<file path="src/rtl/scsw_pkg.sv">
// Constants, register map and state codes of the system clock switch block.
// Assumes a 25 MHz system clock and a 32-bit APB register port.
package scsw_pkg;

	// ----------------------------------------------------------------
	// Clock rate and documented delays
	// ----------------------------------------------------------------
	localparam int unsigned CLK_PERIOD_NS = 40;
	localparam int unsigned POWERUP_DELAY_TIMER_TIME_MS = 72;
	localparam int unsigned PLL_LOCK_TIME_MS = 2;
	localparam int unsigned NS_PER_MS = 1000000;
	// Least times, so round up to whole cycles
	localparam int unsigned POWERUP_DELAY_TIMER_CYCLES =
		(POWERUP_DELAY_TIMER_TIME_MS * NS_PER_MS + CLK_PERIOD_NS - 1) / CLK_PERIOD_NS;
	localparam int unsigned PLL_LOCK_CYCLES =
		(PLL_LOCK_TIME_MS * NS_PER_MS + CLK_PERIOD_NS - 1) / CLK_PERIOD_NS;
	localparam int unsigned OST_EDGES = 1024;
	localparam int unsigned SYNC_EDGES = 8;
	localparam int unsigned PLL_MULT = 4;
	localparam int unsigned TMR_W = 21;

	// ----------------------------------------------------------------
	// Main oscillator mode encodings
	// ----------------------------------------------------------------
	localparam logic [2:0] MODE_LOW_POWER_CRYSTAL = 3'h0;
	localparam logic [2:0] MODE_CRYSTAL_RESONATOR = 3'h1;
	localparam logic [2:0] MODE_HIGH_SPEED_CRYSTAL = 3'h2;
	localparam logic [2:0] MODE_RESISTOR_CAP_OSC = 3'h3;
	localparam logic [2:0] MODE_EXTERNAL_CLOCK_IN = 3'h4;
	localparam logic [2:0] MODE_EXTERNAL_CLOCK_IN_GPIO = 3'h5;
	localparam logic [2:0] MODE_HIGH_SPEED_PLL = 3'h6;
	localparam logic [2:0] MODE_RESISTOR_CAP_OSC_GPIO = 3'h7;

	// ----------------------------------------------------------------
	// Register map
	// ----------------------------------------------------------------
	localparam logic [11:0] OSC_CTRL_OFFSET = 12'h000;
	localparam logic [11:0] CLK_STATUS_OFFSET = 12'h004;
	localparam logic OSC_CTRL_RESET = 1'b0;
	localparam int unsigned STAT_ACTIVE_SEC_BIT = 0;
	localparam int unsigned STAT_PLL_EN_BIT = 1;
	localparam int unsigned STAT_STATE_LSB = 2;
	localparam int unsigned STAT_HOLD_BIT = 5;
	localparam int unsigned STAT_SEC_RUN_BIT = 6;

	// ----------------------------------------------------------------
	// Sequencer states, Gray along the PLL power-up path and the switch to secondary
	// ----------------------------------------------------------------
	typedef enum logic [2:0] {
		ST_POWERUP_DELAY_TIMER = 3'h0,
		ST_OST = 3'h1,
		ST_PLL = 3'h3,
		ST_RUN = 3'h2,
		ST_SYNC = 3'h6,
		ST_SW_OST = 3'h7,
		ST_SW_PLL = 3'h5,
		ST_SLEEP = 3'h4
	} scsw_state_t;

endpackage : scsw_pkg

</file>
<file path="src/rtl/scsw_clock_ctrl.sv">
// System clock selection, PLL timing and start-up sequencing.
// Assumes oscillator pins arrive asynchronously and are far slower than i_clk;
// the system clock is delivered as a one-cycle enable, not a real clock.
//
// How it works
// - PLL mode yields four system ticks per main oscillator period.
// - PLL only in high-speed PLL mode; otherwise ticks follow the input pin.
// - A PLL lock timer must expire before execution starts.
// - Clock switching works only when the switch enable config bit is 0.
// - Select bit 0 runs from main oscillator, 1 from secondary oscillator.
// - Every reset clears the select bit, back to main oscillator.
// - Select writes ignored and bit held 0 unless secondary enabled and switching allowed.
// - Upper 31 bits of oscillator control read as zero.
// - Any source change waits eight rising edges of the new source.
// - Switch to secondary freezes at next first quarter, resumes after eight edges.
// - Back to a crystal main oscillator also waits the start-up time; an external or watchdog reset while running skips it.
// - Back to PLL mode waits start-up time plus 2 ms lock time.
// - Back to RC or external clock: no start-up wait, just eight edges.
// - SLEEP stops clocks and oscillator, holding the core at first quarter.
// - SLEEP ends on external reset, watchdog reset or interrupt.
// - In SLEEP the output pin is low, GPIO or inverter-disabled, by mode.
// - Power-up timer holds reset 72 ms, only after power-on or brown-out.
// - Start-up timer holds reset until the crystal is stable.
// - PLL power-on: power-up timer, start-up timer, then 2 ms lock.
// - Start-up timer counts 1024 input pin edges after power-up timer.
// - Start-up timer runs only in crystal modes, after power-on, brown-out, wake or a switch back to main.
// - RC and external clock modes without GPIO drive input frequency over four out.
`timescale 1ns/1ps
module scsw_clock_ctrl #(
	parameter int unsigned P_POWERUP_DELAY_TIMER_CYCLES = scsw_pkg::POWERUP_DELAY_TIMER_CYCLES,
	parameter int unsigned P_PLL_LOCK_CYCLES = scsw_pkg::PLL_LOCK_CYCLES
) (
	input wire logic i_clk,
	input wire logic i_rst_n,
	// APB slave
	input wire logic i_psel,
	input wire logic i_penable,
	input wire logic i_pwrite,
	input wire logic [11:0] i_paddr,
	input wire logic [31:0] i_pwdata,
	output logic [31:0] o_prdata,
	output logic o_pready,
	output logic o_pslverr,
	// Configuration and core-side controls
	input wire logic [2:0] i_osc_mode_cfg,
	input wire logic i_clock_switch_enable_cfg,
	input wire logic i_powerup_delay_enable,
	input wire logic i_secondary_osc_enable,
	input wire logic i_brownout_reset,
	input wire logic i_ext_reset,
	input wire logic i_wdt_reset,
	input wire logic i_wake_irq,
	input wire logic i_sleep_req,
	// Asynchronous oscillator side
	input wire logic i_osc_input_pin,
	input wire logic i_secondary_osc_pin,
	input wire logic i_secondary_osc_running,
	// Outputs
	output logic o_sys_clk_tick,
	output logic [1:0] o_q_phase,
	output logic o_hold_in_reset,
	output logic o_core_frozen,
	output logic o_pll_enable,
	output logic o_main_osc_enable,
	output logic o_osc_feedback_enable,
	output logic o_osc_output_pin_o,
	output logic o_osc_output_pin_oe,
	output logic o_port_a_bit6_gpio,
	output logic o_sys_clock_is_secondary
);

	localparam int unsigned TW = scsw_pkg::TMR_W;
	localparam logic [TW-1:0] POWERUP_DELAY_TIMER_LAST = TW'(P_POWERUP_DELAY_TIMER_CYCLES - 1);
	localparam logic [TW-1:0] PLL_LAST = TW'(P_PLL_LOCK_CYCLES - 1);
	localparam logic [TW-1:0] OST_LAST = TW'(scsw_pkg::OST_EDGES - 1);
	localparam logic [TW-1:0] SYNC_LAST = TW'(scsw_pkg::SYNC_EDGES - 1);
	localparam logic [TW-1:0] TMR_ZERO = '0;
	localparam logic [1:0] Q_FIRST = 2'h0;
	localparam logic [1:0] Q_LAST = 2'h3;

	// ----------------------------------------------------------------
	// Mode decoding
	// ----------------------------------------------------------------
	// Crystal modes need the start-up timer and keep the feedback inverter
	function automatic logic is_crystal(input logic [2:0] m);
		is_crystal = (m == scsw_pkg::MODE_LOW_POWER_CRYSTAL) ||
			(m == scsw_pkg::MODE_CRYSTAL_RESONATOR) ||
			(m == scsw_pkg::MODE_HIGH_SPEED_CRYSTAL) ||
			(m == scsw_pkg::MODE_HIGH_SPEED_PLL);
	endfunction : is_crystal

	// Modes whose output pin is handed to the port as bit 6
	function automatic logic is_gpio_mode(input logic [2:0] m);
		is_gpio_mode = (m == scsw_pkg::MODE_RESISTOR_CAP_OSC_GPIO) ||
			(m == scsw_pkg::MODE_EXTERNAL_CLOCK_IN_GPIO);
	endfunction : is_gpio_mode

	wire logic pll_mode = (i_osc_mode_cfg == scsw_pkg::MODE_HIGH_SPEED_PLL);
	wire logic crystal_mode = is_crystal(i_osc_mode_cfg);
	wire logic gpio_mode = is_gpio_mode(i_osc_mode_cfg);
	wire logic div4_mode = !crystal_mode && !gpio_mode;

	// ----------------------------------------------------------------
	// Synchronisers for the asynchronous oscillator inputs
	// ----------------------------------------------------------------
	// A change counts only once stages two and three agree, which also
	// rejects a single sampled glitch on a slow crystal edge
	logic [2:0] async_in;
	logic [2:0] filt;
	logic [2:0] rise;
	assign async_in = {i_secondary_osc_running, i_secondary_osc_pin, i_osc_input_pin};

	genvar g;
	generate
		for (g = 0; g < 3; g++) begin : g_sync
			logic s1_reg;
			logic s2_reg;
			logic s3_reg;
			logic filt_reg;
			wire logic agree = (s2_reg == s3_reg);
			always_ff @(posedge i_clk) begin
				if (!i_rst_n) begin
					s1_reg <= 1'b0;
					s2_reg <= 1'b0;
					s3_reg <= 1'b0;
					filt_reg <= 1'b0;
				end else begin
					s1_reg <= async_in[g];
					s2_reg <= s1_reg;
					s3_reg <= s2_reg;
					filt_reg <= agree ? s3_reg : filt_reg;
				end
			end
			assign filt[g] = filt_reg;
			assign rise[g] = agree && s3_reg && !filt_reg;
		end
	endgenerate
	wire logic main_rise = rise[0];
	wire logic sec_rise = rise[1];
	wire logic sec_running = filt[2];

	// ----------------------------------------------------------------
	// PLL: quarter-period ticks from the measured input period
	// ----------------------------------------------------------------
	// Limitation: input must stay below a quarter of i_clk for clean ticks
	logic [TW-1:0] per_cnt_reg;
	logic [TW-1:0] period_reg;
	logic [TW-1:0] sub_cnt_reg;
	logic [1:0] sub_idx_reg;
	wire logic [TW-1:0] quarter = period_reg >> 2;
	wire logic sub_hit = (sub_cnt_reg + TW'(1) >= quarter) && (sub_idx_reg != Q_LAST);
	wire logic pll_tick = main_rise || sub_hit;

	always_ff @(posedge i_clk) begin
		if (!i_rst_n) begin
			per_cnt_reg <= TMR_ZERO;
			period_reg <= TMR_ZERO;
			sub_cnt_reg <= TMR_ZERO;
			sub_idx_reg <= Q_FIRST;
		end else if (main_rise) begin
			period_reg <= per_cnt_reg + TW'(1);
			per_cnt_reg <= TMR_ZERO;
			sub_cnt_reg <= TMR_ZERO;
			sub_idx_reg <= Q_FIRST;
		end else begin
			per_cnt_reg <= (&per_cnt_reg) ? per_cnt_reg : per_cnt_reg + TW'(1);
			sub_cnt_reg <= sub_hit ? TMR_ZERO : sub_cnt_reg + TW'(1);
			sub_idx_reg <= sub_hit ? sub_idx_reg + 2'h1 : sub_idx_reg;
		end
	end

	// ----------------------------------------------------------------
	// Oscillator control register and its write policy
	// ----------------------------------------------------------------
	logic scs_reg;
	logic scs_next;
	wire logic wr_en = i_psel && i_penable && i_pwrite;
	wire logic sel_osc = (i_paddr == scsw_pkg::OSC_CTRL_OFFSET);
	wire logic sel_stat = (i_paddr == scsw_pkg::CLK_STATUS_OFFSET);
	wire logic any_reset = i_ext_reset || i_wdt_reset || i_brownout_reset;
	wire logic switch_allowed = !i_clock_switch_enable_cfg && i_secondary_osc_enable;

	// Bit forced clear whenever switching is not allowed or a reset occurs
	always_comb begin
		scs_next = scs_reg;
		if (wr_en && sel_osc) begin
			scs_next = i_pwdata[0];
		end
		if (!switch_allowed || any_reset) begin
			scs_next = 1'b0;
		end
	end

	// ----------------------------------------------------------------
	// Sequencer next-state logic
	// ----------------------------------------------------------------
	scsw_pkg::scsw_state_t state_reg;
	scsw_pkg::scsw_state_t state_next;
	logic [TW-1:0] tmr_reg;
	logic [TW-1:0] tmr_next;
	logic active_sec_reg;
	logic active_sec_next;
	logic tgt_sec_reg;
	logic tgt_sec_next;
	logic sleep_pend_reg;
	logic [1:0] q_reg;

	wire logic src_tick = active_sec_reg ? sec_rise : (pll_mode ? pll_tick : main_rise);
	wire logic run_tick = (state_reg == scsw_pkg::ST_RUN) && src_tick;
	// Stopping only as phase four completes leaves the core at first quarter
	wire logic q1_boundary = run_tick && (q_reg == Q_LAST);
	wire logic tgt_rise = tgt_sec_reg ? sec_rise : main_rise;
	wire logic wake = i_ext_reset || i_wdt_reset || i_wake_irq;
	wire logic want_sec = scs_reg && !active_sec_reg && sec_running;
	wire logic want_main = !scs_reg && active_sec_reg;

	always_comb begin
		state_next = state_reg;
		tmr_next = tmr_reg;
		active_sec_next = active_sec_reg;
		tgt_sec_next = tgt_sec_reg;
		unique case (state_reg)
			scsw_pkg::ST_POWERUP_DELAY_TIMER: begin
				tmr_next = tmr_reg + TW'(1);
				if (!i_powerup_delay_enable || tmr_reg == POWERUP_DELAY_TIMER_LAST) begin
					tmr_next = TMR_ZERO;
					state_next = crystal_mode ? scsw_pkg::ST_OST : scsw_pkg::ST_RUN;
				end
			end
			scsw_pkg::ST_OST: begin
				if (main_rise) begin
					tmr_next = tmr_reg + TW'(1);
					if (tmr_reg == OST_LAST) begin
						tmr_next = TMR_ZERO;
						state_next = pll_mode ? scsw_pkg::ST_PLL : scsw_pkg::ST_RUN;
					end
				end
			end
			scsw_pkg::ST_PLL: begin
				tmr_next = tmr_reg + TW'(1);
				if (tmr_reg == PLL_LAST) begin
					tmr_next = TMR_ZERO;
					state_next = scsw_pkg::ST_RUN;
				end
			end
			scsw_pkg::ST_RUN: begin
				tmr_next = TMR_ZERO;
				if (active_sec_reg && (i_ext_reset || i_wdt_reset)) begin
					tgt_sec_next = 1'b0;
					state_next = scsw_pkg::ST_SYNC;
				end else if (q1_boundary && sleep_pend_reg) begin
					state_next = scsw_pkg::ST_SLEEP;
				end else if (q1_boundary && want_sec) begin
					tgt_sec_next = 1'b1;
					state_next = scsw_pkg::ST_SYNC;
				end else if (q1_boundary && want_main) begin
					tgt_sec_next = 1'b0;
					state_next = crystal_mode ? scsw_pkg::ST_SW_OST : scsw_pkg::ST_SYNC;
				end
			end
			scsw_pkg::ST_SYNC: begin
				if (tgt_rise) begin
					tmr_next = tmr_reg + TW'(1);
					if (tmr_reg == SYNC_LAST) begin
						tmr_next = TMR_ZERO;
						active_sec_next = tgt_sec_reg;
						state_next = scsw_pkg::ST_RUN;
					end
				end
			end
			scsw_pkg::ST_SW_OST: begin
				if (main_rise) begin
					tmr_next = tmr_reg + TW'(1);
					if (tmr_reg == OST_LAST) begin
						tmr_next = TMR_ZERO;
						state_next = pll_mode ? scsw_pkg::ST_SW_PLL : scsw_pkg::ST_SYNC;
					end
				end
			end
			scsw_pkg::ST_SW_PLL: begin
				tmr_next = tmr_reg + TW'(1);
				if (tmr_reg == PLL_LAST) begin
					tmr_next = TMR_ZERO;
					state_next = scsw_pkg::ST_SYNC;
				end
			end
			scsw_pkg::ST_SLEEP: begin
				tmr_next = TMR_ZERO;
				if (wake) begin
					// A reset wake returns to main; an interrupt keeps the source
					tgt_sec_next = active_sec_reg && !(i_ext_reset || i_wdt_reset);
					active_sec_next = 1'b0;
					state_next = (crystal_mode && !tgt_sec_next) ?
						scsw_pkg::ST_SW_OST : scsw_pkg::ST_SYNC;
				end
			end
		endcase
		// Brown-out restarts the power-up timer from any state, back on main
		if (i_brownout_reset) begin
			state_next = scsw_pkg::ST_POWERUP_DELAY_TIMER;
			tmr_next = TMR_ZERO;
			active_sec_next = 1'b0;
		end
	end

	// ----------------------------------------------------------------
	// Sequencer and control state
	// ----------------------------------------------------------------
	always_ff @(posedge i_clk) begin
		if (!i_rst_n) begin
			state_reg <= scsw_pkg::ST_POWERUP_DELAY_TIMER;
			tmr_reg <= TMR_ZERO;
			active_sec_reg <= 1'b0;
			tgt_sec_reg <= 1'b0;
			scs_reg <= scsw_pkg::OSC_CTRL_RESET;
		end else begin
			state_reg <= state_next;
			tmr_reg <= tmr_next;
			active_sec_reg <= active_sec_next;
			tgt_sec_reg <= tgt_sec_next;
			scs_reg <= scs_next;
		end
	end

	// Sleep request waits for the next first-quarter boundary
	always_ff @(posedge i_clk) begin
		if (!i_rst_n) begin
			sleep_pend_reg <= 1'b0;
		end else if (i_sleep_req) begin
			sleep_pend_reg <= 1'b1;
		end else if (state_reg == scsw_pkg::ST_SLEEP) begin
			sleep_pend_reg <= 1'b0;
		end
	end

	// ----------------------------------------------------------------
	// Quarter phases, tick output and divide-by-four pin
	// ----------------------------------------------------------------
	logic tick_reg;
	logic [1:0] div4_reg;
	always_ff @(posedge i_clk) begin
		if (!i_rst_n) begin
			q_reg <= Q_FIRST;
			tick_reg <= 1'b0;
			div4_reg <= 2'h0;
		end else begin
			q_reg <= run_tick ? q_reg + 2'h1 : q_reg;
			tick_reg <= run_tick;
			div4_reg <= main_rise ? div4_reg + 2'h1 : div4_reg;
		end
	end
	wire logic sleeping = (state_reg == scsw_pkg::ST_SLEEP);
	// Pin behaviour by mode; low in sleep so the pin never floats mid-cycle
	assign o_osc_output_pin_o = div4_mode && !sleeping && div4_reg[1];
	assign o_osc_output_pin_oe = div4_mode;
	assign o_port_a_bit6_gpio = gpio_mode;
	assign o_osc_feedback_enable = crystal_mode && !sleeping;
	assign o_main_osc_enable = !sleeping;
	assign o_sys_clk_tick = tick_reg;
	assign o_q_phase = q_reg;
	assign o_pll_enable = pll_mode;
	assign o_sys_clock_is_secondary = active_sec_reg;
	assign o_hold_in_reset = (state_reg == scsw_pkg::ST_POWERUP_DELAY_TIMER) ||
		(state_reg == scsw_pkg::ST_OST) || (state_reg == scsw_pkg::ST_PLL);
	assign o_core_frozen = (state_reg != scsw_pkg::ST_RUN);

	// ----------------------------------------------------------------
	// APB read path, zero wait states
	// ----------------------------------------------------------------
	logic [31:0] rdata_reg;
	logic [31:0] stat_word;
	always_comb begin
		stat_word = 32'h0000_0000;
		stat_word[scsw_pkg::STAT_ACTIVE_SEC_BIT] = active_sec_reg;
		stat_word[scsw_pkg::STAT_PLL_EN_BIT] = pll_mode;
		stat_word[scsw_pkg::STAT_STATE_LSB +: 3] = state_reg;
		stat_word[scsw_pkg::STAT_HOLD_BIT] = o_hold_in_reset;
		stat_word[scsw_pkg::STAT_SEC_RUN_BIT] = sec_running;
	end

	// Captured in the setup phase so the access phase answers at once
	wire logic [31:0] rd_mux = sel_osc ? {31'h0000_0000, scs_reg} :
		(sel_stat ? stat_word : 32'h0000_0000);

	always_ff @(posedge i_clk) begin
		if (!i_rst_n) begin
			rdata_reg <= 32'h0000_0000;
		end else if (i_psel && !i_penable) begin
			rdata_reg <= rd_mux;
		end
	end

	assign o_prdata = rdata_reg;
	assign o_pready = 1'b1;
	assign o_pslverr = i_psel && i_penable && !sel_osc && !(sel_stat && !i_pwrite);

endmodule : scsw_clock_ctrl

</file>
<file path="config.mk">
export PLATFORM = sky130hd
export DESIGN_NAME = scsw_clock_ctrl
export DESIGN_NICKNAME = d
export VERILOG_FILES = /design/src/rtl/scsw_pkg.sv /design/src/rtl/scsw_clock_ctrl.sv
export SDC_FILE = /design/constraint.sdc
export NUM_CORES = 1
export LEC_CHECK = 0
export ABC_AREA = 1
export BUFFER_PORTS_ARGS = -buffer_cell sky130_fd_sc_hd__buf_2
export CAP_MARGIN = 10
export CORE_ASPECT_RATIO = 2
export CORE_MARGIN = 2
export CORE_UTILIZATION = 56
export DETAILED_ROUTE_END_ITERATION = 10
export GPL_ROUTABILITY_DRIVEN = 0
export HOLD_SLACK_MARGIN = 0.03
export PLACE_DENSITY = 0.9
export SYNTH_ARGS = -nofsm -noshare
export SYNTH_HDL_FRONTEND = slang
export SYNTH_SLANG_ARGS = --single-unit
</file>
<file path="constraint.sdc">
create_clock -name i_clk -period 3.75 [get_ports i_clk]
set_clock_uncertainty 0.15 [all_clocks]
set_input_delay 0.1875 -clock i_clk [delete_from_list [all_inputs] [get_ports i_clk]]
set_output_delay 0.1875 -clock i_clk [all_outputs]
set_load 0.005 [all_outputs]
</file>
==> summary by stage, run 1 <==
Status
The run finished, with violations left. The checks that failed: setup timing.

Cells and area
The net count reported at finish is 1,005. The share of layout cells above drive strength 1 is 17.1%. The antenna cell count is 0. In the layout the commonest cells are sky130_fd_sc_hd__inv_1 (140), sky130_fd_sc_hd__nand2_1 (135), sky130_fd_sc_hd__dfxtp_1 (113). The post-synthesis to final-layout area growth is 19.4%.

The commonest non-fill, non-tap cell in the layout is sky130_fd_sc_hd__inv_1. After filler insertion, the fill cell instance count of the layout stands at 765. The finished cells cover 7270 sq um.

Global route
Across every metal layer, demand over resource in global routing totals between 20% and 30%. In the global route stage, met1 resource usage came out at 23.6%. The layer carrying the most global-route usage is met2. The largest net degree at the start of global routing is 32. Global routing finished with a remaining overflow of 0. In the global route stage, met2 resource usage came out at 52.4%. The first global-routing pass estimated 24.7 mm of wire. The met3 track demand over resource is between 5 and 6%. The via count of the first global-routing pass is 5,592. The number of antenna violations at the first check in global routing is 0.

Placed design
During placement, the flow inserted port buffers numbering 51. Timing analysis after detailed placement gives a worst setup slack of -0.0572 ns. After legalization and detailed placement, the total HPWL measured roughly 11 mm.

The cell area reported after detailed placement is 6430 sq um.

Die
From bottom edge to top edge, the die measures 151 um. The die outline width is just under 80 um. The core region is 10,500 sq um. For this configuration, the core starts out at a cell density of 57.8%. The I/O pin total is 109. Row generation in the floorplan step produced 53 rows. The area of the die is 11,800 sq um.

Route
The number of optimization iterations in the first detailed-route pass is 5. The post-detailed-routing wire length is 15.7 mm. Dividing the detail-routed via count by the number of cells gives between 5 and 6. The number of nets with antenna violations after detailed routing is 0. The violation count after the first detailed-routing iteration is 335.

The total vias in the final route is 5,724. After detailed routing, the number of remaining DRC violations is 0. The average wire per cell in the routed design is 14.7 um.

Yosys
The synthesized netlist devotes between 10% and 20% of its cell area to compound gates. The netlist uses 50 different library cells. The number of warnings printed during yosys synthesis is 0.

Sorting the synthesized cells by area gives the leading types as sky130_fd_sc_hd__dfxtp_1 (38%), sky130_fd_sc_hd__inv_1 (8.8%), sky130_fd_sc_hd__nand2_1 (8.8%). The number of flip-flops and latches in the synthesized netlist is 115. The post-synthesis area per instance is 7.25 sq um. After synthesis, the largest family of logic cells by area is simple AND/OR/NAND/NOR gates.

The cell taking the most area after synthesis is sky130_fd_sc_hd__dfxtp_1. The post-synthesis mux area share is 0%. After Yosys synthesis, XOR and XNOR cells account for 4.75% of the synthesized area. The post-synthesis instance total is 840. The synthesized cell area is 6090 sq um. After Yosys synthesis, and, or, nand and nor cells account for 28.1% of the synthesized area.

The arithmetic-cell share of the synthesized area counting full adders, half adders and majority gates is under 10%. Sequential cells were found to cover 37.8% of the synthesized design area. The share of the synthesized area in the top cell type is between 30% and 40%.

Timing
The worst slew margin relative to its limit is 39.3%. Setup repair after global routing could not meet its margin everywhere. For the pin with the worst max-slew slack, the measured transition is 0.910 ns. The final count of pins violating max slew is 0. Setup slack on the critical path of the routed design comes to -0.0394 ns. The minimum period implied by the final worst setup slack is around 3.8 ns. The final hold violation count came to 0. Of the available clock period, the critical path in the final layout requires 101%.

Setup violations remaining at the end of the flow were counted as 2. The timing-limited maximum frequency is 0.264 GHz.

CTS
The clock drives about 120 sinks. In this run the clock root is driven by a sky130_fd_sc_hd__clkbuf_16. In this run the number of H-tree levels came out at 4. The buffer depth of the longest clock path is 2. Clock-pin slew was measured on the worst setup and hold paths at 0.06 ns. TritonCTS built the clock tree. TritonCTS created 17 clock buffers.

The clock latency on the worst-skew pair is 0.42 ns.

Worst setup path
The cell family with the largest share of critical-path delay is simple AND/OR/NAND/NOR gates. The buffers plus inverters on the worst setup path is 3. The startpoint type of the worst setup path is a flip-flop. The required time of the critical path is just under 4 ns. In this run the worst path has a maximum fanout of 4. The critical path arrival is 3.98 ns.

The type of the worst setup path is reg -> reg. The peak per-stage delay on the critical path is 0.35 ns. For this design, the slowest cell found on the critical path is sky130_fd_sc_hd__dfxtp_2. The critical path runs through a total of 29 cells. The worst setup path is captured at a flip-flop.

Measured in cells, the most critical reg-to-reg path has a length of 29.

Power
The total power divided by cell area is 441 nW/um^2. VDD sags by at most roughly 0.00049 V. The analysis attributes to cell leakage a power of 0.00326 uW.

Hold path
The hold-critical path depth is 3. The min-delay analysis places its worst path in the category in -> reg.

Flow run
The number of maximum-capacitance violations is 0.
-- metrics by stage --
step           setup TNS, ns  cells  hold slack, ns  util, %  total power (uW)
2_1_floorplan              0    864           0.135        -              1500
3_3_place_gp               0   1022           0.220     61.0              1560
3_5_place_dp         -0.0999   1022           0.225     61.0              1570
4_1_cts             -0.00581   1063          0.0388     67.7              3170
5_1_grt                -1.60   1066          0.0767     69.0              3300
6_report             -0.0606   1066          0.0455     69.0              3210
-- logic make-up (layout without fill, tap and decap cells) --
logic type / Yosys count / in the layout
AOI/OAI and AO/OA: 116 / 116
xor gates and xnor gates: 33 / 33
adders and majority gates: 26 / 26
buffers and inverters: 184 / 249
DFF: 115 / 115
other: 2 / 26
and+or+nand+nor: 364 / 364
-- power breakdown --
group          internal (uW)  leakage (uW)  switching, uW
combinational            114       0.00205            199
clock                   1000      0.000283            612
sequential              1260      0.000932           29.4
-- worst register-to-register path: cells and delay by family (launching register included) --
kind / cells / cell delay [ns]
and+or+nand+nor: 24 / 2.56
adders and majority gates: 2 / 0.46
DFF: 1 / 0.35
buffers and inverters: 3 / 0.22
-- layout make-up --
cell class	instances	area [sq um]	area share, %
inverter	145	544	7.48
clock inverter	14	154	2.12
multi-input combinational	565	3220	44.3
timing repair buffer	72	437	6.00
clock buffer	18	439	6.04
tap	137	171	2.36
sequential	115	2300	31.7
-- metal layers --
metal | routed length (um) | vias up
met1 | 5120 | 2617
met5 | 0 | -
met4 | 1000 | 0
li1 | - | 2820
met3 | 647 | 84
met2 | 8930 | 203
-- final timing paths --
path,startpoint,endpoint,slack (ns)
hold reg to reg,g_sync[0].s1_reg,g_sync[0].s2_reg,0.27
hold / removal,i_rst_n,g_sync[1].s3_reg,0.05
setup / recovery,sub_cnt_reg[1],state_reg[0],-0.04
setup reg to reg,sub_cnt_reg[1],state_reg[0],-0.04
-- cell usage after synthesis, drive strengths merged --
cell type	number
a211oi	2
xor2	26
xnor2	7
o21bai	2
o21ai	31
buf	29
inv	145
o22ai	13
or2	2
nand2	148
dfxtp	115
nor3	25
nor4	15
a31oi	3
a31o	2
nand3	43
o21a	2
a221oi	1
a2111oi	1
ha	26
nand3b	4
o211ai	2
clkbuf	10
and2	1
nor2	112
a32oi	1
a21oi	49
conb	2
a21boi	1
and3	2
o2111ai	3
o221ai	1
nand4	12
o31ai	2
-- what timing repair did --
item | CTS | global route
hold buffers | 8 | 0
setup endpoints to repair | 4 | 27
cloned | 0 | 0
hold endpoints to repair | 6 | 0
gates resized for setup | 8 | 30
pin swaps | 5 | 20
buffers inserted | 1 | 3
Note: power is estimated with default switching activity, not from simulation.
==> run 2, diff against run 1 <==
--- a/config.mk
+++ b/config.mk
@@ -10,11 +10,12 @@
 export CAP_MARGIN = 10
 export CORE_ASPECT_RATIO = 2
 export CORE_MARGIN = 2
-export CORE_UTILIZATION = 56
+export CORE_UTILIZATION = 58
+export CTS_BUF_LIST = sky130_fd_sc_hd__clkbuf_2
 export DETAILED_ROUTE_END_ITERATION = 10
 export GPL_ROUTABILITY_DRIVEN = 0
 export HOLD_SLACK_MARGIN = 0.03
-export PLACE_DENSITY = 0.9
+export PLACE_DENSITY = 0.92
 export SYNTH_ARGS = -nofsm -noshare
 export SYNTH_HDL_FRONTEND = slang
 export SYNTH_SLANG_ARGS = --single-unit
==> summary by stage, run 2 (synthesis results as in run 1) <==
Status
The run finished, with violations left. The final reports fail on setup timing.

Hold path
The path class of the tightest hold or removal check is in -> reg. The hold-critical path depth was 7 (+4).

Timing
The final count of pins violating max slew is 0 (unchanged). The final period utilization came to 103% (+1.5 points). The final number of setup-violating endpoints came to 4 (+2). The final hold violation count is 0 (unchanged). The worst slew margin relative to its limit is 40.6% (+1.4 points). Setup repair after global routing could not meet its margin everywhere. The worst-margin pin slew was 0.889 ns (-0.0205 ns). The worst setup margin is -0.0938 ns (-0.0544 ns). The setup TNS is -0.203 ns (-0.142 ns). The minimum period implied by the final worst setup slack is 3.84 ns (+0.0544 ns). The timing-limited maximum frequency is 0.260 GHz (-1.4%).

The final hold slack came to 0.181 ns (+0.136 ns).

Power
The peak supply drop is 0.000353 V (-28%). The internal power was 1750 uW (-26%). The switching share of power was 29.5% (+3.3 points). The share of power burned in the clock network is 34.7% (-15 points). The part of the power in combinational logic was 13.6% (+3.9 points). The portion of total power attributed to sequential cells is 51.8% (+12 points).

The switching power of the nets is 732 uW (-13%). The total power divided by cell area is 348 nW/um^2 (-21%). The leakage power summed over all cells is 0.00323 uW (-0.97%).

Die
The chip height was 149 um (-1.7%). The floorplan row count is 53 (unchanged). The I/O pin total is 109 (unchanged). The die outline width is 76.5 um (-1.7%).

The area inside the core boundary is 10,300 sq um (-1.9%). The starting utilization of the core area is 58.9% (+1.1 points). The area of the die is 11,400 sq um (-3.3%).

Global route
The largest net degree at the start of global routing is 32 (unchanged). The global-route wire length before repair is 25.3 mm (+2.8%). The final global-route overflow total is 0 (unchanged).

The via count of the first global-routing pass is 5,767 (+3.1%). The number of antenna violations at the first check in global routing is 0 (unchanged). The total global routing track utilization is 27.3% (+0.71 points).

Worst setup path
Among all stages on the critical path, the largest delay is contributed by sky130_fd_sc_hd__dfxtp_2. The number of cell instances on the worst register-to-register path is 29 (unchanged). The type of the worst setup path is reg -> reg. The startpoint type of the worst setup path is a flip-flop. The worst setup path is captured at a flip-flop.

The required time of the critical path was 4.26 ns (+0.32 ns). The critical-path maximum fanout is 4 (unchanged). The kind of cell with the highest combined delay along the critical path is simple AND/OR/NAND/NOR gates. The cell depth of the worst setup path is 29 (unchanged). The critical path arrival was 4.36 ns (+0.38 ns).

The buffers plus inverters on the worst setup path came to 3 (unchanged). The peak per-stage delay on the critical path is 0.38 ns (+0.03 ns).

CTS
The clock input transition at the sequential cells of the worst setup and hold paths came to 0.17 ns (+0.11 ns). The H-tree depth reported by CTS was 4 (unchanged). The clock latency on the worst-skew pair is 0.72 ns (+0.30 ns). The buffer depth of the longest clock path came to 2 (unchanged). The TritonCTS buffer count is 17 (unchanged). The count of clock tree sinks was 115 (unchanged). The tree is rooted in a sky130_fd_sc_hd__clkbuf_2.

TritonCTS built the clock tree.

Cells and area
The number of filler instances in the final layout is 737 (-3.7%). The net count reported at finish came to 1,027 (+2.2%). In the layout the commonest cells are sky130_fd_sc_hd__inv_1 (141), sky130_fd_sc_hd__nand2_1 (136), sky130_fd_sc_hd__dfxtp_1 (113). The commonest non-fill, non-tap cell in the layout is sky130_fd_sc_hd__inv_1. The share of layout cells above drive strength 1 is 16.2% (-0.92 points). From synthesis to final layout, the design area changed by 17.4%.

The antenna cell count came to 0 (unchanged).

Route
The number of optimization iterations in the first detailed-route pass is 6 (+1). The post-detailed-routing wire length is 17.0 mm (+8.3%). The number of vias per cell was 5.65 (+5.2%). The violation count after the first detailed-routing iteration came to 609 (+82%). The remaining design rule violation count came to 0 (unchanged). The total vias in the final route was 6,146 (+7.4%). The number of nets with antenna violations after detailed routing came to 0 (unchanged). The average wire per cell in the routed design came to 15.6 um (+6.1%).

Placed design
The number of buffers inserted by port buffering is 51 (unchanged). The final HPWL from detailed placement is 9.48 mm (-11%).

Flow run
The number of maximum-capacitance violations is 0 (unchanged).
## run 2: timing repair
item | 4_1_cts | 5_1_grt
hold buffers | 35 | 0
gates resized for setup | 3 | 33
hold endpoints to repair | 33 | 0
pin swaps | 0 | 24
setup buffers | 0 | 5
setup endpoints to repair | 3 | 28
## run 2: area by class of cell
type | instances | area (sq um) | share of cell area [%]
Clock buffer | 21 | 105 | 1.47
Clock inverter | 11 | 136 | 1.91
Inverter | 145 | 544 | 7.61
Multi-Input combinational cell | 565 | 3220 | 45.1
Sequential cell | 115 | 2300 | 32.2
Tap cell | 137 | 171 | 2.40
Timing Repair Buffer | 94 | 666 | 9.31
## run 2: path summary, 6_finish.rpt
path	from	to	slack, ns
max	sub_cnt_reg[1]	state_reg[0]	-0.09
min	i_osc_mode_cfg[0]	state_reg[1]	0.18
max reg2reg	sub_cnt_reg[1]	state_reg[0]	-0.09
min reg2reg	g_sync[1].s1_reg	g_sync[1].s2_reg	0.29
## run 2: power groups by stage
stage | clock, uW | combinational (uW) | sequential [uW]
after floorplan | 0 | 202 | 1300
after global placement | 0 | 246 | 1300
after detailed placement | 0 | 256 | 1310
after CTS | 853 | 281 | 1280
after global routing | 909 | 358 | 1290
final | 861 | 337 | 1290
## run 2: worst register-to-register path: cells and delay by family (launching register included)
family | cells | cell delay, ns
adder cells (fa/ha/maj) | 2 | 0.45
flip-flops | 1 | 0.38
AND/OR/NAND/NOR | 24 | 2.62
buffers and inverters | 3 | 0.23
## run 2: stage by stage
step,instance area (sq um),instances,total power (uW),setup slack [ns],utilization (%)
floorplan,6180,864,1500,0.434,-
global placement,6380,1016,1550,0.0802,61.7
detailed placement,6380,1016,1560,-0.000926,61.7
CTS,6990,1083,2410,0.0652,67.5
global route,7150,1088,2550,-0.328,69.1
finish,7150,1088,2480,-0.0938,69.1
## run 2: metal layers
| layer | vias up | wire, um | global-route usage (%) | share of wire, % |
|---|---|---|---|---|
| met5 | - | 0 | 0 | 0 |
| met4 | 0 | 1010 | 14.0 | 6.0 |
| met3 | 124 | 1270 | 6.90 | 7.5 |
| met2 | 371 | 8480 | 47.9 | 50 |
| met1 | 2791 | 6250 | 30.4 | 37 |
| li1 | 2860 | - | - | - |
==> run 3, diff against run 2 <==
--- a/config.mk
+++ b/config.mk
@@ -6,7 +6,7 @@
 export NUM_CORES = 1
 export LEC_CHECK = 0
 export ABC_AREA = 1
-export BUFFER_PORTS_ARGS = -buffer_cell sky130_fd_sc_hd__buf_2
+export BUFFER_PORTS_ARGS = -buffer_cell sky130_fd_sc_hd__buf_4
 export CAP_MARGIN = 10
 export CORE_ASPECT_RATIO = 2
 export CORE_MARGIN = 2
@@ -14,7 +14,7 @@
 export CTS_BUF_LIST = sky130_fd_sc_hd__clkbuf_2
 export DETAILED_ROUTE_END_ITERATION = 10
 export GPL_ROUTABILITY_DRIVEN = 0
-export HOLD_SLACK_MARGIN = 0.03
+export HOLD_SLACK_MARGIN = 0.1
 export PLACE_DENSITY = 0.92
 export SYNTH_ARGS = -nofsm -noshare
 export SYNTH_HDL_FRONTEND = slang
==> summary by stage, run 3 (synthesis results as in run 1) <==
Cells and area
The filler-free cell count of the finished design came to 1,092 (+0.37%). Leaving out fill and tap cells, the most frequent cells in the layout are sky130_fd_sc_hd__inv_1 (143), sky130_fd_sc_hd__nand2_1 (132), sky130_fd_sc_hd__dfxtp_1 (112). The end-of-flow core utilization is 71.0% (+1.9 points).

The commonest non-fill, non-tap cell in the layout is sky130_fd_sc_hd__inv_1. The net count reported at finish is 1,032 (+0.49%). The antenna cell count is 0 (unchanged). The share of layout cells above drive strength 1 is 15.9% (-0.28 points).

The post-synthesis to final-layout area growth is 20.5%.

Status
The run finished, with violations left. The final reports fail on setup timing.

Die
The starting utilization of the core area is 58.9% (unchanged). The floorplan row count is 53 (unchanged). The chip height came to 149 um (unchanged). The I/O pin total is 109 (unchanged). The area inside the core boundary is 10,300 sq um (unchanged). The area of the die is 11,400 sq um (unchanged). The die outline width came to 76.5 um (unchanged).

Worst setup path
STA classifies the critical path startpoint as a flip-flop. The critical path arrival is 4.32 ns (-0.04 ns). The type of the worst setup path is reg -> reg. The critical-path maximum fanout was 4 (unchanged). The endpoint identified for the worst register-to-register timing path is state_reg[0]. The number of cell instances on the worst register-to-register path is 26 (-10%). The worst-case register-to-register setup slack is -0.10 ns (about the same). The origin of the critical flop-to-flop path is sub_cnt_reg[0]. The required time of the critical path is 4.22 ns (-0.04 ns). The sort of element at the end of the critical path is a flip-flop.

Timing
The worst-margin pin slew came to 1.05 ns (+0.161 ns). The final hold slack was 0.231 ns (+0.0496 ns). The final number of setup-violating endpoints came to 8 (+4).

The final period utilization is 103% (+0.20 points). Setup repair after global routing could not meet its margin everywhere. The timing-limited maximum frequency is 0.260 GHz (-0.19%). The final count of pins violating max slew is 0 (unchanged). The final hold violation count was 0 (unchanged). The worst setup margin is -0.101 ns (-0.00750 ns). The worst slew margin relative to its limit is 29.7% (-11 points).

The minimum period implied by the final worst setup slack was 3.85 ns (+0.00750 ns).

CTS
The count of clock tree sinks is 115 (unchanged). The CTS tree is yes. The buffer depth of the longest clock path came to 2 (unchanged). The TritonCTS buffer count is 17 (unchanged).

The clock latency on the worst-skew pair was 0.74 ns (+0.02 ns). The tree is rooted in a sky130_fd_sc_hd__clkbuf_2. The H-tree depth reported by CTS is 4 (unchanged).

The clock input transition at the sequential cells of the worst setup and hold paths is 0.18 ns (about the same).

Placed design
The number of buffers inserted by port buffering is 51 (unchanged). The number of cells after detailed placement is 1,015 (-0.098%). The final HPWL from detailed placement is 9.66 mm (+1.9%). The minimum setup slack after placement is -0.0491 ns (-0.0482 ns).

Global route
The via count of the first global-routing pass came to 5,888 (+2.1%). The number of antenna violations at the first check in global routing is 0 (unchanged). The largest net degree at the start of global routing is 32 (unchanged). The global-route wire length before repair is 26.0 mm (+2.4%).

The final global-route overflow total came to 0 (unchanged). The total global routing track utilization is 28.2% (+0.85 points).

Hold path
In this run the worst hold path is classified as in -> reg. The worst hold path terminates at g_sync[0].s3_reg. The hold-critical path depth is 4 (-3). The hold path startpoint is i_rst_n.

Flow run
The number of maximum-capacitance violations was 0 (unchanged).

Route
The number of vias per cell came to 5.64 (-0.12%). The violation count after the first detailed-routing iteration is 575 (-5.6%). The post-detailed-routing wire length is 17.5 mm (+3.2%). The number of optimization iterations in the first detailed-route pass was 6 (unchanged). The remaining design rule violation count is 0 (unchanged). The total vias in the final route came to 6,161 (+0.24%). The average wire per cell in the routed design was 16.1 um (+2.8%).

The number of nets with antenna violations after detailed routing is 0 (unchanged).

Power
The leakage power summed over all cells is 0.00330 uW (+2.1%). The peak supply drop is 0.000298 V (-16%). The total power divided by cell area is 345 nW/um^2 (-0.63%).
[run 3: changes by cell type in the layout (fill, tap and decap cells not counted), moves of 3 or more]
| cell | change |
|---|---|
| sky130_fd_sc_hd__buf_2 | -51 |
| sky130_fd_sc_hd__buf_4 | +50 |
| sky130_fd_sc_hd__nand2_1 | -4 |
| sky130_fd_sc_hd__nand2_2 | +3 |
[run 3: worst max-delay path by stage]
stage | start | end | slack (ns)
final | sub_cnt_reg[0] | state_reg[0] | -0.10
after global routing | sub_cnt_reg[1] | state_reg[0] | -0.36
after CTS | sub_cnt_reg[0] | state_reg[1] | 0.02
after detailed placement | sub_cnt_reg[0] | state_reg[1] | -0.05
after global placement | sub_cnt_reg[0] | state_reg[1] | 0.08
after floorplan | sub_cnt_reg[0] | state_reg[1] | 0.43
[run 3: metrics by stage]
step           instance area (sq um)  setup TNS [ns]  total power, uW
2_1_floorplan                   6180               0             1500
3_3_place_gp                    6500               0             1560
3_5_place_dp                    6500          -0.112             1580
4_1_cts                         7120               0             2420
5_1_grt                         7340           -6.19             2610
6_report                        7340          -0.312             2540
[run 3: final cells by class]
class | instances | area (sq um)
multi-input cells | 565 | 3200
clock buffers | 19 | 95.1
inverters | 145 | 544
well taps | 137 | 171
flip-flops and latches | 115 | 2310
repair buffers | 99 | 887
fillers | 694 | 3000
clock inverters | 12 | 140
[run 3: repair_timing]
item / CTS / global route
hold endpoints to repair: 44 / 0
resized for setup: 4 / 32
hold buffers: 37 / 0
endpoints found under the setup margin: 3 / 28
buffers inserted: 0 / 6
cloned: 0 / 3
pin swaps: 1 / 17
[run 3: routing by layer]
metal  up-vias  GRT usage [%]  part of all wire, %
li1       2864              -                    -
met2       362           47.8                   50
met5         -              0                    0
met3       137           6.72                  6.8
met4         0           19.2                  7.0
met1      2798           30.9                   36
[run 3: critical path, cell delays in order, from the launching register on]
cell	delay, ns
sky130_fd_sc_hd__dfxtp_2	0.39
sky130_fd_sc_hd__ha_4	0.15
sky130_fd_sc_hd__nand2_4	0.06
sky130_fd_sc_hd__nor2_4	0.09
sky130_fd_sc_hd__nand4_1	0.11
sky130_fd_sc_hd__nor2_1	0.12
sky130_fd_sc_hd__inv_1	0.09
sky130_fd_sc_hd__nor3_2	0.19
sky130_fd_sc_hd__inv_1	0.12
sky130_fd_sc_hd__nor3_2	0.21
sky130_fd_sc_hd__nand2_1	0.11
sky130_fd_sc_hd__nor2_1	0.15
sky130_fd_sc_hd__xor2_1	0.22
sky130_fd_sc_hd__inv_1	0.07
sky130_fd_sc_hd__ha_1	0.30
sky130_fd_sc_hd__a21oi_2	0.13
sky130_fd_sc_hd__nand3_1	0.11
sky130_fd_sc_hd__nor2_1	0.13
sky130_fd_sc_hd__nand2_2	0.08
sky130_fd_sc_hd__nand3_2	0.08
sky130_fd_sc_hd__nand2_2	0.08
sky130_fd_sc_hd__nand4_1	0.15
sky130_fd_sc_hd__nand3_2	0.16
sky130_fd_sc_hd__nand2_4	0.13
sky130_fd_sc_hd__nand2_1	0.07
sky130_fd_sc_hd__nand2_1	0.06
sky130_fd_sc_hd__nor2_1	0.04
[run 3: power by group]
| part | internal [uW] | switching (uW) | leakage [uW] |
|---|---|---|---|
| sequential | 1260 | 27.7 | 0.000933 |
| combinational | 172 | 226 | 0.00222 |
| clock | 364 | 490 | 0.000142 |
| total | 1790 | 743 | 0.00330 |
